File: src/adsp_regs.vh
`ifndef ADSP_REGS_VH
`define ADSP_REGS_VH
// clock and time base
`define ADSP_CLK_NS          20
`define ADSP_TCY_NS          40
`define ADSP_TCY_CLKS        ((`ADSP_TCY_NS + `ADSP_CLK_NS - 1) / `ADSP_CLK_NS)
`define ADSP_RC_TAD_NS       200
`define ADSP_RC_TAD_CLKS     ((`ADSP_RC_TAD_NS + `ADSP_CLK_NS - 1) / `ADSP_CLK_NS)
// sequence lengths in converter clock periods
`define ADSP_CONV_TADS       5'h0C
`define ADSP_MIN_SAMPLE_TADS 5'h01
`define ADSP_WAKE_WAIT_TADS  5'h02
// trigger source codes
`define ADSP_TRIG_MANUAL     3'h0
`define ADSP_TRIG_AUTO       3'h7
// sample-and-hold channel count codes
`define ADSP_SAMPLE_HOLD_CHANNEL_COUNT_ONE        2'h0
`define ADSP_SAMPLE_HOLD_CHANNEL_COUNT_TWO        2'h1
// data path
`define ADSP_DATA_W          10
`define ADSP_FIFO_W          12
`define ADSP_FIFO_DEPTH      8
`define ADSP_FIFO_AW         3
// reset values
`define ADSP_RESULT_RST      10'h000
`endif

File: src/adsp_fifo.v
`default_nettype none
module adsp_fifo #(
  parameter WIDTH = 12,
  parameter DEPTH = 8,
  parameter AW    = 3
) (
  // clock and reset
  input  wire             clock,
  input  wire             reset_n,
  // filling side
  input  wire             in_valid,
  output wire             in_ready,
  input  wire [WIDTH-1:0] in_data,
  // draining side
  output wire             out_valid,
  input  wire             out_ready,
  output wire [WIDTH-1:0] out_data
);
  reg [WIDTH-1:0] mem_reg [0:DEPTH-1];
  reg [AW-1:0]    wr_reg;
  reg [AW-1:0]    rd_reg;
  reg [AW:0]      count_reg;
  wire            push;
  wire            pop;

  // honest full and empty from the fill count
  assign in_ready  = (count_reg != DEPTH[AW:0]);
  assign out_valid = (count_reg != {(AW+1){1'b0}});
  assign push      = in_valid & in_ready;
  assign pop       = out_valid & out_ready;
  assign out_data  = mem_reg[rd_reg];

  // pointers and count
  always @(posedge clock or negedge reset_n) begin
    if (!reset_n) begin
      wr_reg    <= {AW{1'b0}};
      rd_reg    <= {AW{1'b0}};
      count_reg <= {(AW+1){1'b0}};
    end else begin
      if (push)
        wr_reg <= (wr_reg == DEPTH[AW-1:0] - 1'b1) ? {AW{1'b0}} : wr_reg + 1'b1;
      if (pop)
        rd_reg <= (rd_reg == DEPTH[AW-1:0] - 1'b1) ? {AW{1'b0}} : rd_reg + 1'b1;
      if (push && !pop)
        count_reg <= count_reg + 1'b1;
      else if (pop && !push)
        count_reg <= count_reg - 1'b1;
    end
  end

  // storage, written only on a taken push
  always @(posedge clock) begin
    if (push)
      mem_reg[wr_reg] <= in_data;
  end
endmodule
`default_nettype wire

File: src/adsp_ctrl.v
`include "adsp_regs.vh"
`default_nettype none
module adsp_ctrl (
  // clock and reset
  input  wire        clock,
  input  wire        reset_n,
  // converter control 1
  input  wire        module_on,
  input  wire [2:0]  conversion_trigger_source,
  input  wire        auto_sample_enable,
  input  wire        simultaneous_sample_select,
  input  wire        sample_bit,
  // converter control 2
  input  wire [1:0]  sample_hold_channel_count,
  input  wire [3:0]  samples_per_interrupt,
  // converter control 3
  input  wire [4:0]  auto_sample_time,
  input  wire [5:0]  conv_clock_divider,
  input  wire        rc_clock_select,
  // system
  input  wire        sleep_req,
  input  wire        conv_int_enable,
  input  wire        ext_trigger,
  // sample-and-hold inputs from the analog front end
  input  wire [39:0] hold_in,
  // status
  output wire        module_active,
  output wire        sampling,
  output wire        converting,
  output reg         conv_done_reg,
  output reg         conv_event_reg,
  output reg         wake_reg,
  output reg  [9:0]  result_buffer_reg,
  // result stream
  output wire        result_valid,
  input  wire        result_ready,
  output wire [9:0]  result_data,
  output wire [1:0]  result_channel
);
  localparam ST_OFF     = 3'h0;
  localparam ST_WAIT    = 3'h1;
  localparam ST_IDLE    = 3'h2;
  localparam ST_SAMPLE  = 3'h3;
  localparam ST_DELAY   = 3'h4;
  localparam ST_CONVERT = 3'h5;
  localparam ST_STORE   = 3'h6;
  localparam integer RC_TAD_I = `ADSP_RC_TAD_CLKS;
  localparam integer TCY_I    = `ADSP_TCY_CLKS - 1;
  localparam [6:0] RC_TAD     = RC_TAD_I[6:0];
  localparam [1:0] TCY_LAST   = TCY_I[1:0];

  reg  [2:0] state_reg;
  reg  [2:0] state_next;
  reg  [6:0] div_reg;
  reg  [4:0] tads_reg;
  reg  [1:0] chan_reg;
  reg  [1:0] dly_reg;
  reg  [3:0] samples_per_interrupt_reg;
  reg        trig_pend_reg;
  reg        sample_bit_d_reg;
  reg        off_seen_reg;
  reg        pd_reg;
  wire       clocks_run;
  wire [6:0] tad_period;
  wire       tad_tick;
  wire       sample_bit_rise;
  wire       sample_bit_fall;
  wire       trig_hit;
  wire [4:0] auto_sample_time_min;
  wire [1:0] last_chan;
  wire       fifo_in_ready;
  wire       enabled;
  wire       store_go;
  wire       group_event;
  wire [39:0] held_flat;
  wire [9:0] held_cur;

  // number of the last sample-and-hold channel in a group
  function [1:0] last_of;
    input [1:0] code;
    begin
      if (code == `ADSP_SAMPLE_HOLD_CHANNEL_COUNT_ONE)
        last_of = 2'h0;
      else if (code == `ADSP_SAMPLE_HOLD_CHANNEL_COUNT_TWO)
        last_of = 2'h1;
      else
        last_of = 2'h3;
    end
  endfunction

  ////////////////////////////////////////////////////////////////////////////
  // converter clock
  ////////////////////////////////////////////////////////////////////////////

  // module clocks stop in sleep unless the rc clock is chosen
  assign clocks_run = ~sleep_req | rc_clock_select;
  // period of (divider+1) clocks, or RC_TAD clocks with the rc clock, each clock half an instruction cycle
  assign tad_period = rc_clock_select ? RC_TAD : {1'b0, conv_clock_divider} + 7'h01;
  assign tad_tick   = clocks_run & (div_reg == tad_period - 7'h01);
  assign enabled    = module_on & ~pd_reg;
  assign module_active = enabled;

  // divider counter, held at zero while stopped; restarted on each state change so every phase counts whole periods
  always @(posedge clock or negedge reset_n) begin
    if (!reset_n) begin
      div_reg <= 7'h00;
    end else if (!enabled || !clocks_run || tad_tick || state_reg == ST_OFF || state_next != state_reg) begin
      div_reg <= 7'h00;
    end else begin
      div_reg <= div_reg + 7'h01;
    end
  end

  ////////////////////////////////////////////////////////////////////////////
  // sequencing
  ////////////////////////////////////////////////////////////////////////////

  assign sample_bit_rise = sample_bit & ~sample_bit_d_reg;
  assign sample_bit_fall = ~sample_bit & sample_bit_d_reg;
  // zero sample time still samples for one period
  assign auto_sample_time_min  = (auto_sample_time == 5'h00) ? `ADSP_MIN_SAMPLE_TADS : auto_sample_time;
  assign last_chan = last_of(sample_hold_channel_count);
  // a request is honoured only after the least sampling time
  assign trig_hit  = (trig_pend_reg || (conversion_trigger_source == `ADSP_TRIG_AUTO &&
                     tads_reg >= auto_sample_time_min)) && tads_reg >= `ADSP_MIN_SAMPLE_TADS;
  assign sampling   = (state_reg == ST_SAMPLE);
  assign converting = (state_reg == ST_DELAY) | (state_reg == ST_CONVERT);

  // next state
  always @* begin
    state_next = state_reg;
    case (state_reg)
      ST_OFF: begin
        if (enabled)
          state_next = ST_WAIT;
      end
      ST_WAIT: begin
        if (tads_reg >= `ADSP_WAKE_WAIT_TADS)
          state_next = ST_IDLE;
      end
      ST_IDLE: begin
        if (clocks_run && (auto_sample_enable || sample_bit_rise))
          state_next = ST_SAMPLE;
      end
      ST_SAMPLE: begin
        if (trig_hit)
          state_next = rc_clock_select ? ST_DELAY : ST_CONVERT;
      end
      ST_DELAY: begin
        if (dly_reg == TCY_LAST)
          state_next = ST_CONVERT;
      end
      ST_CONVERT: begin
        if (tads_reg == `ADSP_CONV_TADS)
          state_next = ST_STORE;
      end
      ST_STORE: begin
        if (fifo_in_ready) begin
          if (chan_reg != last_chan)
            state_next = ST_CONVERT;
          else if (auto_sample_enable)
            state_next = ST_SAMPLE;
          else
            state_next = ST_IDLE;
        end
      end
      default: state_next = ST_OFF;
    endcase
    // sleep without its own clock aborts sampling and conversion
    if (state_reg >= ST_SAMPLE && !clocks_run)
      state_next = ST_IDLE;
    // a sleep completion with no interrupt powers down at once
    if (group_event && sleep_req && off_seen_reg && !conv_int_enable)
      state_next = ST_OFF;
    // switching off wins over any trigger
    if (!enabled)
      state_next = ST_OFF;
  end

  // state, period counter and trigger bookkeeping
  always @(posedge clock or negedge reset_n) begin
    if (!reset_n) begin
      state_reg     <= ST_OFF;
      tads_reg      <= 5'h00;
      chan_reg      <= 2'h0;
      dly_reg       <= 2'h0;
      trig_pend_reg <= 1'b0;
      sample_bit_d_reg    <= 1'b0;
    end else begin
      state_reg  <= state_next;
      sample_bit_d_reg <= sample_bit;
      if (state_next != state_reg)
        tads_reg <= 5'h00;
      else if (tad_tick && tads_reg != 5'h1F)
        tads_reg <= tads_reg + 5'h01;
      dly_reg <= (state_reg == ST_DELAY) ? dly_reg + 2'h1 : 2'h0;
      // conversion requests collected while sampling
      if (state_reg != ST_SAMPLE || state_next != ST_SAMPLE)
        trig_pend_reg <= 1'b0;
      else if ((conversion_trigger_source == `ADSP_TRIG_MANUAL && sample_bit_fall) ||
               (conversion_trigger_source != `ADSP_TRIG_MANUAL &&
                conversion_trigger_source != `ADSP_TRIG_AUTO && ext_trigger))
        trig_pend_reg <= 1'b1;
      if (state_reg == ST_SAMPLE)
        chan_reg <= 2'h0;
      else if (state_reg == ST_STORE && fifo_in_ready)
        chan_reg <= chan_reg + 2'h1;
    end
  end

  ////////////////////////////////////////////////////////////////////////////
  // sample and hold
  ////////////////////////////////////////////////////////////////////////////

  // each channel tracks its input until its hold moment
  genvar gi;
  generate
    for (gi = 0; gi < 4; gi = gi + 1) begin : g_hold
      wire      grab_all;
      wire      grab_one;
      reg [9:0] held_reg;
      // simultaneous mode holds every channel when sampling ends
      assign grab_all = simultaneous_sample_select && state_reg == ST_SAMPLE && state_next != ST_SAMPLE;
      // sequential mode holds a channel as its own conversion starts
      assign grab_one = !simultaneous_sample_select && state_reg != ST_CONVERT &&
                        state_next == ST_CONVERT && (state_reg == ST_STORE ? chan_reg + 2'h1 : 2'h0) == gi;
      always @(posedge clock or negedge reset_n) begin
        if (!reset_n)
          held_reg <= 10'h000;
        else if (grab_all || grab_one)
          held_reg <= hold_in[gi*10 +: 10];
      end
      assign held_flat[gi*10 +: 10] = held_reg;
    end
  endgenerate

  ////////////////////////////////////////////////////////////////////////////
  // completion, done flag and sleep outcome
  ////////////////////////////////////////////////////////////////////////////

  // held value of the channel being stored
  assign held_cur    = held_flat[chan_reg*10 +: 10];
  // nothing is stored while the clocks are stopped, so sleep leaves the result buffer, done flag and group count as they were
  assign store_go    = (state_reg == ST_STORE) & fifo_in_ready & enabled & clocks_run;
  assign group_event = store_go & (samples_per_interrupt_reg == samples_per_interrupt);

  // done flag set on each stored result; set wins over clear on a new sample
  always @(posedge clock or negedge reset_n) begin
    if (!reset_n) begin
      conv_done_reg     <= 1'b0;
      result_buffer_reg <= `ADSP_RESULT_RST;
      samples_per_interrupt_reg          <= 4'h0;
      conv_event_reg    <= 1'b0;
      wake_reg          <= 1'b0;
    end else begin
      if (store_go) begin
        conv_done_reg     <= 1'b1;
        result_buffer_reg <= held_cur;
      end else if (state_reg != ST_SAMPLE && state_next == ST_SAMPLE) begin
        conv_done_reg <= 1'b0;
      end
      if (!module_on)
        samples_per_interrupt_reg <= 4'h0;
      else if (group_event)
        samples_per_interrupt_reg <= 4'h0;
      else if (store_go)
        samples_per_interrupt_reg <= samples_per_interrupt_reg + 4'h1;
      conv_event_reg <= group_event;
      wake_reg       <= group_event & sleep_req & conv_int_enable;
    end
  end

  // power down after a sleep completion with no interrupt; settings untouched
  always @(posedge clock or negedge reset_n) begin
    if (!reset_n)
      off_seen_reg <= 1'b0;
    else
      off_seen_reg <= module_on;
  end

  always @(posedge clock or negedge reset_n) begin
    if (!reset_n)
      pd_reg <= 1'b0;
    else if (!sleep_req || !off_seen_reg)
      pd_reg <= 1'b0;
    else if (group_event && !conv_int_enable)
      pd_reg <= 1'b1;
  end

  ////////////////////////////////////////////////////////////////////////////
  // result buffer path
  ////////////////////////////////////////////////////////////////////////////

  // a full buffer holds the sequencer in the store state
  adsp_fifo #(
    .WIDTH (`ADSP_FIFO_W),
    .DEPTH (`ADSP_FIFO_DEPTH),
    .AW    (`ADSP_FIFO_AW)
  ) u_fifo (
    .clock     (clock),
    .reset_n   (reset_n),
    .in_valid  (store_go),
    .in_ready  (fifo_in_ready),
    .in_data   ({chan_reg, held_cur}),
    .out_valid (result_valid),
    .out_ready (result_ready),
    .out_data  ({result_channel, result_data})
  );
endmodule
`default_nettype wire

File: config.mk
export PLATFORM = sky130hd
export DESIGN_NAME = adsp_ctrl
export DESIGN_NICKNAME = d
export VERILOG_FILES = /design/src/adsp_fifo.v /design/src/adsp_ctrl.v
export VERILOG_INCLUDE_DIRS = /design/src /design/src/src
export SDC_FILE = /design/constraint.sdc
export NUM_CORES = 1
export LEC_CHECK = 0
export BUFFER_PORTS_ARGS = -buffer_cell sky130_fd_sc_hd__buf_2
export CAP_MARGIN = 10
export CORE_ASPECT_RATIO = 0.6
export CORE_MARGIN = 3
export CORE_UTILIZATION = 40
export DETAILED_ROUTE_END_ITERATION = 8
export SYNTH_ARGS = -nofsm -noshare
export SYNTH_HDL_FRONTEND = slang
export SYNTH_SLANG_ARGS = --single-unit
File: constraint.sdc
create_clock -name clock -period 5.35 [get_ports clock]
set_input_delay 0.535 -clock clock [delete_from_list [all_inputs] [get_ports clock]]
set_output_delay 0.535 -clock clock [all_outputs]
set_load 0.05 [all_outputs]
==> flow_metrics.tcl, run 1 <==
set metrics [dict create \
    fp.dieH_um 120 \
    cts.sinks 186 \
    post-cts-setup-buffers 0 \
    tns_ps 0 \
    cts_resized 0 \
    firstDrtPassIters 5 \
    hold_viol 0 \
    drc 0 \
    slew-limit-headroom_pct 36.1 \
    drive_gt1_share_pct 34.6 \
    placed_cells 969 \
    portBuffers 99 \
    place_congestion 0.867 \
    cts_tree "yes" \
    antenna_found_initial 0 \
    cts-root-buf "clkbuf_16" \
    first_iter_violations 396 \
    fin_worst_skew_ps 19.9 \
    pwr-share-comb_pct 23.6 \
    yosysSeqAreaShare_pct 59.4 \
    crit_path_start_kind "flip-flop" \
    dpl_cell_area_mm2 0.00952 \
    yosys.area.top_type "edfxtp_1" \
    grt_max_degree 74 \
    power.density_mw_per_mm2 372 \
    final_antenna_net_count 0 \
    use_met2_pct 26.5 \
    ys_warn_count 0 \
    postLayoutCellArea_mm2 0.0101 \
    antenna_cells 0 \
    core_mm2 0.0206 \
    die-area_mm2 0.0235 \
    grt_pass1_wl_mm 32.2 \
    crit_fanout 15 \
    worstPathArrival_ps 3890 \
    routed_wl_mm 20.3 \
    p_leak_uw 0.00434 \
    setup_viol 0 \
    yosysUniqueCellTypes 67 \
    netSwitchingFraction_pct 31.3 \
    synth_most_common_cell "edfxtp_1" \
    netlist.area_leader.share_pct 33.3 \
    period_share_pct 66.8 \
    async_flop_share_pct 48.4 \
    synth_edf_count 96 \
    p_int_uw 2590 \
    syn_area_mm2 0.00864 \
    period_minus_slack_ps 3580 \
    wire_per_inst_um 20.3 \
    place.detailed.hpwl_mm 14.3 \
    vias 5426 \
    synthTopCellsByArea "edfxtp_1 (33%), dfrtp_1 (26%), mux4_2 (8.9%)" \
    grt_pass1_vias 5575 \
    grt_overflow 0 \
    use_met3_pct 4.63 \
    drv_cap 0 \
    die_x_um 196 \
    layout.cells.non_filler 1002 \
    finalMaxSlewViolations 0 \
    cts_buffer_depth 2 \
    crit_required_ps 5660 \
    rsz0062_at_grt "no" \
    syn_nets 697 \
    pwr-share-seq_pct 42.7 \
    cts_made_buffers 17 \
    fp-row-count 40 \
    finish.utilization_pct 49.1 \
    grt_util_all_layers_pct 17.9 \
    start_util_pct 41.9 \
    clk_pin_slew_worst_paths_ps 70 \
    worst_pin_slew_ps 959 \
    syn-instance-count 602 \
    synth_flop_cell "edfxtp_1" \
    largest_register_ffs 96 \
    ir_drop_v 0.000324 \
    min_path_type "input pin to flip-flop" \
    clk_latency_ps 440 \
    avgViaCountPerCell 5.42 \
    fillers 1761 \
    ys_seq_elements 186 \
    yosys-top-cells-count "edfxtp_1 (96), dfrtp_1 (90), nand2_1 (65), mux2_2 (47), nor2_1 (36)" \
    power.switching_uw 1180 \
    cts-htree-levels 4 \
    crit_path_end_kind "flip-flop" \
    path_class "flip-flop to flip-flop" \
    met1_usage_pct 26.8 \
    pwr-share-clk_pct 33.6 \
    status "finished clean" \
    top_usage_layer "met1" \
    avgSynthCellArea_um2 14.4 \
    fmax_ghz 0.280 \
    syn_to_final_growth_pct 17.1 \
    nets 811 \
    io_pins 100 \
]
-- cell usage in the layout, fill, tap and decap left out, types with 5 or more instances in the layout --
master	count
a21o_1	5
a21oi_1	9
buf_2	98
buf_4	14
clkbuf_16	17
dfrtp_1	90
edfxtp_1	96
ha_1	23
inv_1	15
inv_8	5
mux2_2	47
mux2_4	10
mux4_2	34
nand2_1	65
nand2b_1	5
nand3_1	12
nor2_1	36
nor2b_1	8
nor3_1	15
o21ai_0	16
or3_1	5
xnor2_1	17
xor2_1	7
-- final timing paths --
kind / from / endpoint / slack [ps] / depth (start not counted)
max in group asynchronous: reset_n / u_fifo.rd_reg[0]$_DFFE_PN0P_ / 3600 / 3
min in group asynchronous: reset_n / tads_reg[1]$_DFFE_PN0P_ / 510 / 2
worst max-delay path: state_reg[2]$_DFF_PN0_ / g_hold[3].held_reg[8]$_DFFE_PN0P_ / 1770 / 8
worst min register to register: dly_reg[0]$_DFF_PN0_ / dly_reg[0]$_DFF_PN0_ / 460 / 1
worst max register to register: state_reg[2]$_DFF_PN0_ / g_hold[3].held_reg[8]$_DFFE_PN0P_ / 1770 / 8
worst min-delay path: sample_bit / sample_bit_d_reg$_DFF_PN0_ / 260 / 1
-- cell families after synthesis --
logic type / after synthesis / synth area share (%)
AND/OR/NAND/NOR: 175 / 9.87
adder cells (fa/ha/maj): 24 / 3.56
buffers and inverters: 33 / 1.53
flip-flops: 186 / 59.4
AO/OA/AOI/OAI: 64 / 5.62
multiplexers: 94 / 17.1
XOR/XNOR: 26 / 2.95
-- repair_timing --
item	CTS	global route
endpoints found under the setup margin	0	0
hold endpoints to repair	17	0
hold buffers	1	0
-- worst max-delay path: stages (launching register included) --
cell	delay [ps]
dfrtp_1	620
and3b_1	390
nand4_2	150
o41ai_1	620
or2_2	280
a21oi_4	70
a21oi_2	390
a31o_1	590
mux2_4	350
-- metrics by stage --
step	setup slack, ps	hold WS, ps	total power [uW]
6_report	1770	256	3770
5_1_grt	1630	241	3930
4_1_cts	1850	239	3810
3_5_place_dp	1660	430	2550
3_3_place_gp	1790	423	2520
2_1_floorplan	1710	239	2310
-- power by group through the flow --
stage / registers (uW) / logic (uW) / clock network, uW
floorplan: 1610 / 698 / 0
global placement: 1640 / 886 / 0
detailed placement: 1640 / 906 / 0
CTS: 1610 / 909 / 1300
global route: 1620 / 966 / 1350
finish: 1610 / 890 / 1270
-- cell type report --
cell class	instances	area, um^2	share of cell area (%)
Sequential cell	186	5130	50.7
Multi-Input combinational cell	383	3390	33.5
Timing Repair Buffer	113	606	5.98
Clock buffer	18	439	4.34
Tap cell	273	342	3.37
Clock inverter	14	151	1.50
Inverter	15	56.3	0.556
-- layer usage --
metal	vias up	share of wire (%)
met5	-	0
met3	12	5.1
met4	0	0.62
li1	2481	-
met1	2802	50
met2	131	44
No activity file was read; power rests on OpenSTA's default activity.
==> run 2, diff against run 1 <==
Settings changed: ABC_AREA set to 1.
Clock period 5.35 ns to 3.55 ns, I/O delays scaled along.
==> run 2 against run 1 <==
Net effect:
- flip-flop and latch count unchanged
- critical path depth down 2
- power up 60%
- first-iteration DRC count up 69%
- largest cell class unchanged
==> flow_metrics.tcl, run 2 <==
set metrics [dict create \
    finish.utilization_pct 48.2 \
    drv_cap 0 \
    crit_path_end_kind "output port" \
    routed_wl_mm 22.7 \
    synth_flop_cell "edfxtp_1" \
    min_path_type "input pin to async pin" \
    ir_drop_v 0.000379 \
    fmax_ghz 0.346 \
    crit_fanout 25 \
    crit_path_start_kind "flip-flop" \
    reg2reg_depth 19 \
    die-area_mm2 0.0239 \
    tns_ps 0 \
    portBuffers 99 \
    vias 6838 \
    ys_warn_count 0 \
    mostFrequentLayoutCells "nand2_1 (201), nor2_1 (151), buf_2 (98), edfxtp_1 (96), dfrtp_1 (90)" \
    final_antenna_net_count 0 \
    period_share_pct 81.5 \
    wire_per_inst_um 16.9 \
    cts_made_buffers 17 \
    grt_pass1_vias 6554 \
    slew-limit-headroom_pct 35.7 \
    avgSynthCellArea_um2 9.31 \
    grt_max_degree 69 \
    drc 0 \
    yosysSeqAreaShare_pct 58.4 \
    worst_pin_slew_ps 964 \
    synth_edf_count 96 \
    hold_buffers 0 \
    cts.sinks 186 \
    crit_chain "inv_1 -> o21ai_0 -> o22ai_1 -> nor2_1 -> a31oi_1 -> buf_2" \
    syn_area_mm2 0.00880 \
    grt_pass1_wl_mm 36.7 \
    status "finished clean" \
    critical_path_depth 6 \
    cp_top_family "buffers and inverters" \
    p_leak_uw 0.00469 \
    syn-instance-count 945 \
    yosys.area.top_type "edfxtp_1" \
    crit_required_ps 3190 \
    grt_util_all_layers_pct 20.1 \
    worstPathArrival_ps 2540 \
    synthTopCellsByArea "edfxtp_1 (33%), dfrtp_1 (26%), nand2_1 (8.6%)" \
    yosys-top-cells-count "nand2_1 (201), nor2_1 (151), edfxtp_1 (96), dfrtp_1 (90), o21ai_0 (82)" \
    syn_to_final_growth_pct 16.6 \
    fp.dieH_um 121 \
    cts_buffer_depth 2 \
    first_iter_violations 670 \
    fin_worst_skew_ps 8.26 \
    die_x_um 197 \
    slowest_delay_ps 670 \
    cts_resized 0 \
    cts-htree-levels 4 \
    slowest_stage "inv_1" \
    netlist.area_leader.share_pct 32.8 \
    clk_pin_slew_worst_paths_ps 70 \
    path_buf_inv 2 \
    fillers 2009 \
    start_util_pct 41.3 \
    yosysUniqueCellTypes 39 \
    async_flop_share_pct 48.4 \
    antenna_found_initial 2 \
    ys_seq_elements 186 \
    setup_viol 0 \
    drive_gt1_share_pct 16.7 \
    synth_most_common_cell "nand2_1" \
    clk_latency_ps 440 \
    core_mm2 0.0213 \
    cts_tree "yes" \
    cts-root-buf "clkbuf_16" \
    syn_nets 1040 \
    finalMaxSlewViolations 0 \
    place_congestion 0.925 \
    hold_viol 0 \
    fp-row-count 41 \
    io_pins 100 \
    power.density_mw_per_mm2 586 \
    layout_commonest_cell "nand2_1" \
    path_class "flip-flop to output port" \
    nets 1146 \
    post-cts-setup-buffers 0 \
    largest_register_ffs 96 \
    firstDrtPassIters 5 \
    rsz0062_at_grt "no" \
    period_minus_slack_ps 2890 \
    avgViaCountPerCell 5.08 \
    grt_overflow 0 \
    place.detailed.hpwl_mm 15.8 \
]
[run 2: cell types whose count changed in the layout (fill, tap and decap cells not counted), moves of 9 or more]
cell,before,now
inv_1,15,62
nand2_1,65,201
nand2_2,0,10
mux4_2,34,0
nor2_1,36,151
o21ai_0,16,82
mux2_4,10,0
mux2_2,47,0
a31oi_1,4,13
nand3_1,12,77
o22ai_1,2,22
[run 2: metrics by stage]
step	hold slack, ps	instances	worst slack [ps]	cell area [um^2]	total power (uW)
after floorplan	59.4	945	229	8800	3710
after global placement	423	1311	760	9690	4230
after detailed placement	432	1311	703	9690	4230
after CTS	13.2	1343	596	10300	6060
after global routing	22.0	1345	368	10300	6350
final	28.8	1345	658	10300	6010
[run 2: where the power goes]
part,internal (uW),switching [uW]
logic,485,1260
registers,2360,71.1
clock network,991,840
total,3840,2180
[run 2: routing by layer]
metal / track usage, % / vias up / wire [um]
li1: - / 3394 / -
met1: 32.3 / 3209 / 12000
met2: 26.8 / 214 / 8940
met3: 5.30 / 21 / 1520
met4: 4.58 / 0 / 246
met5: 0 / - / 0
[run 2: cell families (layout without fill, tap and decap cells)]
| kind of cell | Yosys count | in the layout | share of synthesized area, % |
|---|---|---|---|
| DFF | 186 | 186 | 58.4 |
| other | 0 | 2 | 0 |
| buffers and inverters | 101 | 220 | 4.72 |
| xor gates and xnor gates | 21 | 21 | 2.09 |
| and+or+nand+nor | 475 | 475 | 22.5 |
| adders and majority gates | 24 | 24 | 3.50 |
| AOI/OAI and AO/OA | 138 | 138 | 8.83 |
[run 2: final cells by class]
class                   instances  area (um^2)  share of cell area [%]
clock buffers                  20          447                    4.36
diodes                          2         5.00                  0.0488
repair buffers                121          676                    6.59
inverters                      67          251                    2.45
well taps                     279          349                    3.40
flip-flops and latches        186         5130                    50.1
multi-input cells             658         3280                    32.0
clock inverters                12          114                    1.11
[run 2: path summary, 6_finish.rpt]
kind                                               from                                 to  slack [ps]
min reg2reg                        dly_reg[0]$_DFF_PN0_               dly_reg[0]$_DFF_PN0_         450
max reg2reg                     tads_reg[0]$_DFFE_PN0P_  g_hold[3].held_reg[5]$_DFFE_PN0P_         820
max                        u_fifo.rd_reg[1]$_DFFE_PN0P_                     result_data[9]         660
max in group asynchronous                       reset_n  g_hold[2].held_reg[5]$_DFFE_PN0P_        2630
min                                             reset_n                 wake_reg$_DFF_PN0_          30
min in group clock                           sample_bit         sample_bit_d_reg$_DFF_PN0_          30
[run 2: worst register-to-register path, delay by kind of cell (launching register included)]
kind	cells	cell delay [ps]
fa+ha+maj	1	310
buf+inv	2	180
simple gates	16	1750
flops	1	440
